===== src/verilog/fasg_consts.vh =====
// Constants for the flash access security guard
`ifndef FASG_CONSTS_VH
`define FASG_CONSTS_VH

// ----------------------------------------------------------------
// Special function register addresses
// ----------------------------------------------------------------
`define FASG_ACL_ADDR 8'hB7
`define FASG_FCR_ADDR 8'hB6

// ----------------------------------------------------------------
// Reset values and control register fields
// ----------------------------------------------------------------
`define FASG_ACL_RESET 8'h00
`define FASG_FCR_RESET 8'h80
`define FASG_FCR_OSE_BIT 7
`define FASG_FCR_RAE_BIT 6
`define FASG_FCR_WEE_BIT 0
`define FASG_FCR_RW_MASK 8'hC1
`define FASG_LOCK_ERASED 8'hFF

// ----------------------------------------------------------------
// Program memory map
// ----------------------------------------------------------------
`define FASG_PAGE_MSB 15
`define FASG_PAGE_LSB 9
`define FASG_RSV_PAGE 7'h7F
`define FASG_SEC_PAGE 7'h7E
`define FASG_WE_LOCK_ADDR 16'hFDFE
`define FASG_RD_LOCK_ADDR 16'hFDFF
`define FASG_BLK_MSB 15
`define FASG_BLK_LSB 13
`define FASG_SEC_BLK 3'h7
`define FASG_LIMIT_LOW 8'h00

// ----------------------------------------------------------------
// Request encodings
// ----------------------------------------------------------------
`define FASG_SRC_CORE 1'b0
`define FASG_SRC_JTAG 1'b1
`define FASG_OP_READ 2'h0
`define FASG_OP_WRITE 2'h1
`define FASG_OP_ERASE 2'h2
`define FASG_OP_FETCH 2'h3

`endif


===== src/verilog/fasg_lock_store.v =====
// Shadow copies of the two security lock bytes
`timescale 1ns/1ps
`include "fasg_consts.vh"

module fasg_lock_store (
    input wire clk_sys, // System clock
    input wire nrst, // Asynchronous reset, active low
    input wire [7:0] init_rd_lock, // Read lock byte as stored in flash
    input wire [7:0] init_we_lock, // Write/erase lock byte as stored in flash
    input wire erase_all, // Pulse: lock bytes return to erased state
    input wire wr_en, // Pulse: program one lock byte
    input wire wr_sel_rd, // 1 selects read lock byte, 0 write/erase lock byte
    input wire [7:0] wr_data, // Programmed value
    output reg [7:0] rd_lock, // Read lock byte, registered
    output reg [7:0] we_lock, // Write/erase lock byte, registered
    output reg loaded // High once the bytes have been captured
);

    // ----------------------------------------------------------------
    // Capture after reset release, then follow program and erase
    // ----------------------------------------------------------------
    // Reset holds the most locked value so nothing leaks before capture
    always @(posedge clk_sys or negedge nrst) begin
        if (!nrst) begin
            rd_lock <= 8'h00;
            we_lock <= 8'h00;
            loaded <= 1'b0;
        end else if (!loaded) begin
            rd_lock <= init_rd_lock;
            we_lock <= init_we_lock;
            loaded <= 1'b1;
        end else if (erase_all) begin
            rd_lock <= `FASG_LOCK_ERASED;
            we_lock <= `FASG_LOCK_ERASED;
        end else if (wr_en) begin
            // Flash programming can only clear bits
            if (wr_sel_rd) begin
                rd_lock <= rd_lock & wr_data;
            end else begin
                we_lock <= we_lock & wr_data;
            end
        end
    end

endmodule


===== src/verilog/fasg_guard.v =====
// Flash access security guard: access limit, lock bytes, control register
//
// Function
// Limit address is register byte then 0x00
// Upper code cannot touch flash below limit
// Blocked lower read by upper code returns zero
// Lower code reaches both partitions unrestricted
// Upper code may fetch below the limit
// Limit register accepts one write per reset
// Zero limit makes all memory readable
// Software should use 512-byte aligned limits
// Lock bits always readable and clearable
// JTAG erase at security byte erases all
// JTAG erase elsewhere in page erases page
// JTAG obeys locks for read, write, erase
// JTAG may always read security bytes
// JTAG may always write security bytes
// Security page erasable only when unlocked
// Reserved area refused to every requester
// Lock bytes never restrict firmware access
// Firmware cannot erase the security page
// Firmware write/erase needs enable bit set
// Each lock bit governs one 8 KB block
// Page erase sets 512 bytes to 0xFF
// Partition taken from executing address per access
// Control register resets 0x80, reserved read zero
`timescale 1ns/1ps
`include "fasg_consts.vh"

module fasg_guard (
    input wire clk_sys, // System clock, 100 MHz
    input wire nrst, // Asynchronous reset, active low
    input wire [7:0] sfr_addr, // Register address
    input wire sfr_wr, // Register write strobe
    input wire sfr_rd, // Register read strobe
    input wire [7:0] sfr_wdata, // Register write data
    output reg [7:0] sfr_rdata, // Register read data, one cycle after strobe
    input wire req_valid, // Flash access request
    output reg req_ready, // Request may be taken
    input wire req_src, // 0 firmware, 1 JTAG
    input wire [1:0] req_op, // Read, write, erase or fetch
    input wire [15:0] req_addr, // Target flash address
    input wire [15:0] req_pc, // Address of the executing instruction
    input wire [7:0] req_wdata, // Write data
    output reg rsp_valid, // Answer pulse
    output reg rsp_denied, // Access was refused
    output reg [7:0] rsp_rdata, // Read data, zero when refused
    input wire [7:0] init_rd_lock, // Read lock byte held in flash
    input wire [7:0] init_we_lock, // Write/erase lock byte held in flash
    output reg fl_rd, // Flash read pulse
    output reg fl_wr, // Flash byte program pulse
    output reg fl_erase_page, // Flash page erase pulse
    output reg fl_erase_all, // Flash erase of all but reserved area
    output reg [15:0] fl_addr, // Flash address
    output reg [7:0] fl_wdata, // Flash program data
    input wire [7:0] fl_rdata, // Flash read data, valid while fl_rd is high
    output reg sense_amp_oneshot_enable, // Control bit 7
    output reg read_always_enable // Control bit 6
);

    // ----------------------------------------------------------------
    // States
    // ----------------------------------------------------------------
    localparam [2:0] ST_IDLE = 3'b001;
    localparam [2:0] ST_RESP = 3'b010;
    localparam [2:0] ST_READ = 3'b100;

    reg [2:0] state;
    reg [7:0] access_limit_high_byte;
    reg acl_locked;
    reg [7:0] flash_control_reg;
    wire [15:0] software_read_limit;
    wire [7:0] rd_lock;
    wire [7:0] we_lock;
    wire locks_loaded;
    reg lk_erase_all;
    reg lk_wr;
    reg lk_sel_rd;
    reg [7:0] lk_data;

    // ----------------------------------------------------------------
    // Register bus decode
    // ----------------------------------------------------------------
    wire acl_hit = (sfr_addr == `FASG_ACL_ADDR);
    wire fcr_hit = (sfr_addr == `FASG_FCR_ADDR);
    wire acl_wr_ok = sfr_wr && acl_hit && !acl_locked;
    wire fcr_wr_ok = sfr_wr && fcr_hit;

    // ----------------------------------------------------------------
    // Registers
    // ----------------------------------------------------------------
    // A zero byte gives limit 0x0000, so every pc counts as upper and
    // every address as not below the limit: nothing is hidden. R7
    assign software_read_limit = {access_limit_high_byte, `FASG_LIMIT_LOW};

    always @(posedge clk_sys or negedge nrst) begin
        if (!nrst) begin
            access_limit_high_byte <= `FASG_ACL_RESET;
            acl_locked <= 1'b0;
            flash_control_reg <= `FASG_FCR_RESET;
        end else begin
            // Later limit writes are dropped until the next reset
            if (acl_wr_ok) begin
                access_limit_high_byte <= sfr_wdata;
                acl_locked <= 1'b1;
            end
            if (fcr_wr_ok) begin
                flash_control_reg <= sfr_wdata & `FASG_FCR_RW_MASK;
            end
        end
    end

    reg [7:0] next_sfr_rdata;

    // Unmapped or idle reads give zero so other sources can be ORed in
    always @* begin
        next_sfr_rdata = 8'h00;
        if (sfr_rd && acl_hit) begin
            next_sfr_rdata = access_limit_high_byte;
        end else if (sfr_rd && fcr_hit) begin
            next_sfr_rdata = flash_control_reg;
        end
    end

    always @(posedge clk_sys or negedge nrst) begin
        if (!nrst) begin
            sfr_rdata <= 8'h00;
            sense_amp_oneshot_enable <= 1'b1;
            read_always_enable <= 1'b0;
        end else begin
            sense_amp_oneshot_enable <= flash_control_reg[`FASG_FCR_OSE_BIT];
            read_always_enable <= flash_control_reg[`FASG_FCR_RAE_BIT];
            sfr_rdata <= next_sfr_rdata;
        end
    end

    // ----------------------------------------------------------------
    // Lock byte shadow
    // ----------------------------------------------------------------
    fasg_lock_store u_locks (
        .clk_sys(clk_sys),
        .nrst(nrst),
        .init_rd_lock(init_rd_lock),
        .init_we_lock(init_we_lock),
        .erase_all(lk_erase_all),
        .wr_en(lk_wr),
        .wr_sel_rd(lk_sel_rd),
        .wr_data(lk_data),
        .rd_lock(rd_lock),
        .we_lock(we_lock),
        .loaded(locks_loaded)
    );

    // ----------------------------------------------------------------
    // Access decision
    // ----------------------------------------------------------------
    wire [6:0] page = req_addr[`FASG_PAGE_MSB:`FASG_PAGE_LSB];
    wire [2:0] blk = req_addr[`FASG_BLK_MSB:`FASG_BLK_LSB];
    wire in_rsv = (page == `FASG_RSV_PAGE);
    wire in_sec_page = (page == `FASG_SEC_PAGE);
    wire at_we_byte = (req_addr == `FASG_WE_LOCK_ADDR);
    wire at_rd_byte = (req_addr == `FASG_RD_LOCK_ADDR);
    wire at_sec_byte = at_we_byte | at_rd_byte;
    // Sampled with each request, so a call into lower code changes rights
    wire pc_upper = (req_pc >= software_read_limit);
    wire below_limit = (req_addr < software_read_limit);
    wire fw_we_on = flash_control_reg[`FASG_FCR_WEE_BIT];

    // ----------------------------------------------------------------
    // Permission terms
    // ----------------------------------------------------------------
    // Upper code loses the lower partition for data, never for fetch
    wire fw_part_ok = !(pc_upper && below_limit);
    wire jtag_rd_ok = at_sec_byte | rd_lock[blk];
    wire jtag_wr_ok = at_sec_byte | we_lock[blk];
    wire jtag_pg_ok = in_sec_page ? we_lock[`FASG_SEC_BLK] : we_lock[blk];
    wire is_erase = (req_op == `FASG_OP_ERASE);
    wire is_write = (req_op == `FASG_OP_WRITE);
    wire lock_page_erase = is_erase && in_sec_page;

    reg allow;
    reg do_erase_all;

    always @* begin
        allow = 1'b0;
        do_erase_all = 1'b0;
        if (in_rsv) begin
            allow = 1'b0;
        end else if (req_src == `FASG_SRC_JTAG) begin
            case (req_op)
                `FASG_OP_READ: begin
                    allow = jtag_rd_ok;
                end
                `FASG_OP_WRITE: begin
                    allow = jtag_wr_ok;
                end
                `FASG_OP_ERASE: begin
                    if (at_sec_byte) begin
                        allow = 1'b1;
                        do_erase_all = 1'b1;
                    end else begin
                        allow = jtag_pg_ok;
                    end
                end
                default: begin
                    allow = 1'b0;
                end
            endcase
        end else begin
            // Firmware never looks at the lock bytes. R17
            case (req_op)
                `FASG_OP_FETCH: begin
                    allow = 1'b1;
                end
                `FASG_OP_READ: begin
                    allow = fw_part_ok;
                end
                `FASG_OP_WRITE: begin
                    allow = fw_we_on && fw_part_ok;
                end
                `FASG_OP_ERASE: begin
                    allow = fw_we_on && !in_sec_page && fw_part_ok;
                end
                default: begin
                    allow = 1'b0;
                end
            endcase
        end
    end

    wire take = req_valid && req_ready;
    wire is_rd = (req_op == `FASG_OP_READ) || (req_op == `FASG_OP_FETCH);

    // ----------------------------------------------------------------
    // Flash and lock commands for an allowed request
    // ----------------------------------------------------------------
    wire go = take && allow;
    wire cmd_erase_page = go && is_erase && !do_erase_all;
    wire cmd_erase_all = go && do_erase_all;
    wire cmd_lock_reset = go && (do_erase_all || lock_page_erase);
    wire cmd_lock_wr = go && is_write && at_sec_byte;

    // ----------------------------------------------------------------
    // Request sequencing and flash commands
    // ----------------------------------------------------------------
    reg [2:0] next_state;

    always @* begin
        next_state = state;
        case (state)
            ST_IDLE: begin
                if (take && allow && is_rd) begin
                    next_state = ST_READ;
                end else if (take) begin
                    next_state = ST_RESP;
                end
            end
            ST_READ: begin
                next_state = ST_RESP;
            end
            ST_RESP: begin
                next_state = ST_IDLE;
            end
            default: begin
                next_state = ST_IDLE;
            end
        endcase
    end

    always @(posedge clk_sys or negedge nrst) begin
        if (!nrst) begin
            state <= ST_IDLE;
            req_ready <= 1'b0;
            rsp_valid <= 1'b0;
            rsp_denied <= 1'b0;
            rsp_rdata <= 8'h00;
            fl_rd <= 1'b0;
            fl_wr <= 1'b0;
            fl_erase_page <= 1'b0;
            fl_erase_all <= 1'b0;
            fl_addr <= 16'h0000;
            fl_wdata <= 8'h00;
            lk_erase_all <= 1'b0;
            lk_wr <= 1'b0;
            lk_sel_rd <= 1'b0;
            lk_data <= 8'h00;
        end else begin
            state <= next_state;
            req_ready <= (next_state == ST_IDLE) && locks_loaded && !take;
            rsp_valid <= 1'b0;
            fl_rd <= 1'b0;
            fl_wr <= 1'b0;
            fl_erase_page <= 1'b0;
            fl_erase_all <= 1'b0;
            lk_erase_all <= 1'b0;
            lk_wr <= 1'b0;
            if (take) begin
                fl_addr <= req_addr;
                fl_wdata <= req_wdata;
                rsp_denied <= !allow;
                rsp_rdata <= 8'h00;
                if (!allow || !is_rd) begin
                    rsp_valid <= 1'b1;
                end
                if (allow) begin
                    fl_rd <= is_rd;
                    fl_wr <= is_write;
                    // Flash sets the whole page, or all but the reserved area, to 0xFF
                    fl_erase_page <= cmd_erase_page;
                    fl_erase_all <= cmd_erase_all;
                    // Security page erase brings the locks back to open
                    lk_erase_all <= cmd_lock_reset;
                    lk_wr <= cmd_lock_wr;
                    lk_sel_rd <= at_rd_byte;
                    lk_data <= req_wdata;
                end
            end else if (state == ST_READ) begin
                rsp_valid <= 1'b1;
                rsp_rdata <= fl_rdata;
            end
        end
    end

endmodule


===== config.mk =====
export PLATFORM = sky130hd
export DESIGN_NAME = fasg_guard
export DESIGN_NICKNAME = d
export VERILOG_FILES = /design/src/verilog/fasg_lock_store.v /design/src/verilog/fasg_guard.v
export VERILOG_INCLUDE_DIRS = /design/src /design/src/verilog
export SDC_FILE = /design/constraint.sdc
export NUM_CORES = 1
export LEC_CHECK = 0
export ABC_AREA = 1
export BUFFER_PORTS_ARGS = -buffer_cell sky130_fd_sc_hd__buf_2
export CORE_UTILIZATION = 55
export DETAILED_ROUTE_END_ITERATION = 10
export PLACE_DENSITY = 0.85
export SLEW_MARGIN = 40
export SYNTH_ARGS = -nofsm -noshare
export SYNTH_HDL_FRONTEND = slang
export SYNTH_SLANG_ARGS = --single-unit

===== constraint.sdc =====
create_clock -name clk_sys -period 2.5 [get_ports clk_sys]
set_input_delay 0.125 -clock clk_sys [delete_from_list [all_inputs] [get_ports clk_sys]]
set_output_delay 0.125 -clock clk_sys [all_outputs]
set_load 0.01 [all_outputs]

==> results by group <==
Floorplanning
  • DIE AREA: 8260 µm²
  • Placeable Area: about 7700 µm²
  • Die span in y: between 90 and 100 µm
  • Row Count: 32
  • Starting Density: between 50 and 60%
  • IO Pins: roughly 140
  • Die Wd: between 90 and 100 µm

Clock network
  • CTS resizes: 0
  • Longest Clk Path Bufs: 2
  • Clock-pin slew on the worst setup and hold paths: approximately 0.09 ns
  • H-tree depth: 3
  • Post-CTS setup buffers: 0
  • Post-CTS Hold Buffers: 16
  • Clock sink count: 92
  • Clock Latency Late Sink: 0.36 ns
  • CTS tree: yes
  • TritonCTS Buffers: 9
  • Clock Tree Root: clkbuf_8

Place
  • Post-DP HPWL: slightly below 8000 µm
  • Placer Congestion: around 0.88
  • Buffers on Ports: about 140

Setup path
  • Arrival @ worst endpoint: 2.31 ns
  • Crit start category: flop
  • Crit path max fanout: 24
  • CP most frequent cell: nand2_1
  • CP max stage cell: dfrtp_1
  • Req. time, crit path: 2.74 ns
  • Critical Path Sink Type: flop
  • CP Class: reg -> reg
  • Critical-path cell list: inv_1 > ha_1 > a21oi_1 > o21ai_0 > nand2_1 > nand3_1 > nand3_1 > nand2_1 > nand2_1 > nand3_4 > nand2_1 > o21ai_2
  • Worst stage delay on the critical path: ~0.37 ns

Drt
  • DR WL/cell: around 14 µm
  • Pre-antenna DRT Iters: 5
  • Final wirelength: between 10000 and 15000 µm
  • Via count: 3969
  • DR iter-0 viols: 248
  • DRC: 0
  • Vias per cell: roughly 5.3
  • ANT nets after route: 0

STA
  • Final-report hold violation count: 0
  • Worst Max-Slew Pin Slew: between 0.6 and 0.7 ns
  • RSZ-0062 raised after global routing: false
  • Clock skew: approximately 0.013 ns
  • Slew Limit Fails: 0
  • Fmax: a little under 500 MHz
  • Min Tclk post-route: around 2.1 ns
  • Final setup vio count: 0
  • Relative max-transition margin: 54.8%
  • Final cycle utilization of the critical path: between 80% and 90%
  • Post-route setup TNS: 0 ns

Synth
  • Count leader, synth: nand2_1
  • Synth top cells by count: nand2_1 (114), dfrtp_1 (89), inv_1 (61)
  • Gate Count Post-Synth: slightly below 500
  • Synth Register Bits: between 90 and 100
  • Leading area contributor after synthesis: dfrtp_1
  • Share of the yosys chip area belonging to registers: approximately 53%
  • Post-Syn Area: 4340 µm²
  • Yosys warning count: 0
  • Post-synth cell types: 35
  • Synth Flop Type: dfrtp_1
  • Net Count, Synth: 591
  • Synth area leaders: dfrtp_1 (51%), nand2_1 (9.9%), ha_1 (5.5%)
  • Post-synth ARST share: 100%
  • Post-synth EDFFs: 0
  • Mean Syn Cell Area: 8.97 µm²
  • Synth top area share: 51.3%

Outcome
  • Outcome: completed

Finish
  • Syn-to-layout area delta: 25.5%
  • Largest register FFs: 16
  • Largest Register: fl_addr
  • Fin util: a little under three quarters
  • Nets@finish: ~740
  • Layout cells sized above 1: a little under 30%
  • Number of inserted diodes: 0

Power
  • P per Cell Area: approximately 600 nW/µm²
  • LEAKAGE: ~3.0 nW
  • Max VDD drop: about 0.33 mV

Global route
  • Global-route wire length before repair: about 18000 µm
  • Largest net degree at the start of global routing: 53
  • GR Overflow Total: 0
  • Number of global-route vias before repair: around 3.9k
  • Initial antenna violation count: 0
  • GR Util All Layers: 27.1%

Hold path
  • HP Class: in -> reg

Job
  • Maxcap violations: 0
## metrics by stage
stage	instances	cell area [µm²]	total power, mW	hold WS [ns]	worst slack [ns]
finish	744	5450	3.24	0.0129	0.430
global route	744	5450	3.41	0.00612	0.206
detailed placement	712	5110	2.32	0.206	0.432
floorplan	484	4340	2.06	-0.171	0.808
CTS	744	5450	3.26	0.000364	0.417
global placement	712	5110	2.30	0.202	0.576
## layer usage
metal	routed length, µm	global-route usage, %	up-vias
met1	4430	35.1	1889
li1	-	-	1891
met4	255	10.1	0
met3	607	5.13	25
met5	0	0	-
met2	5330	45.4	164
## critical path: cells and delay by family (launching register included)
| kind | cells | cell delay, ns |
|---|---|---|
| simple gates | 7 | 0.88 |
| flops | 1 | 0.37 |
| compound gates | 3 | 0.31 |
| fa+ha+maj | 1 | 0.26 |
| buf+inv | 1 | 0.11 |
## kinds of logic (layout without fill, tap and decap cells)
| family | Yosys count | count (layout) | synth area share (%) |
|---|---|---|---|
| flops | 92 | 92 | 53.1 |
| compound gates | 95 | 95 | 13.4 |
| simple gates | 199 | 199 | 20.4 |
| other cells | 1 | 1 | 0.0863 |
| fa+ha+maj | 19 | 19 | 5.47 |
| buf+inv | 78 | 236 | 7.58 |
## power breakdown
group          internal [mW]  total (mW)  switching (mW)
registers               1.64        1.73          0.0907
logic                  0.256       0.596           0.339
clock network          0.371       0.920           0.549
## worst paths after layout
kind	to	slack, ns	start	depth (start not counted)
max	lk_data[1]$_DFFE_PN0N_	0.43	access_limit_high_byte[1]$_DFFE_PN0P_	12
max in group asynchronous	state[0]$_DFF_PN1_	1.46	nrst	3
min in group asynchronous	fl_wdata[5]$_DFFE_PN0P_	0.33	nrst	2
min	rsp_rdata[7]$_DFFE_PN0P_	0.01	fl_rdata[7]	3
min reg2reg	sense_amp_oneshot_enable$_DFF_PN1_	0.38	flash_control_reg[7]$_DFFE_PN1P_	0
max reg2reg	lk_data[1]$_DFFE_PN0N_	0.43	access_limit_high_byte[1]$_DFFE_PN0P_	12
## cells in the final DEF, fill, tap and decap left out, drive strengths merged
cell         count
ha              19
o32ai            3
a21oi           24
a22oi           12
clkinv           1
nand3b           1
buf            141
a211oi           1
nor3             5
nor3b            3
o21bai           1
dlygate4sd3     16
o22ai           16
clkbuf           9
inv             65
conb             1
nand3           26
dfstp            3
o21ai           37
clkinvlp         4
o21a             1
nor2            37
nand4            6
nand2          121
dfrtp           89
## cell type report
class	instances	area (µm²)
clock inverters	7	56.3
well taps	102	128
inverters	63	236
flip-flops and latches	92	2310
fillers	599	2240
clock buffers	9	124
multi-input cells	314	1710
repair buffers	157	893
No activity file was read; power rests on OpenSTA's default activity.
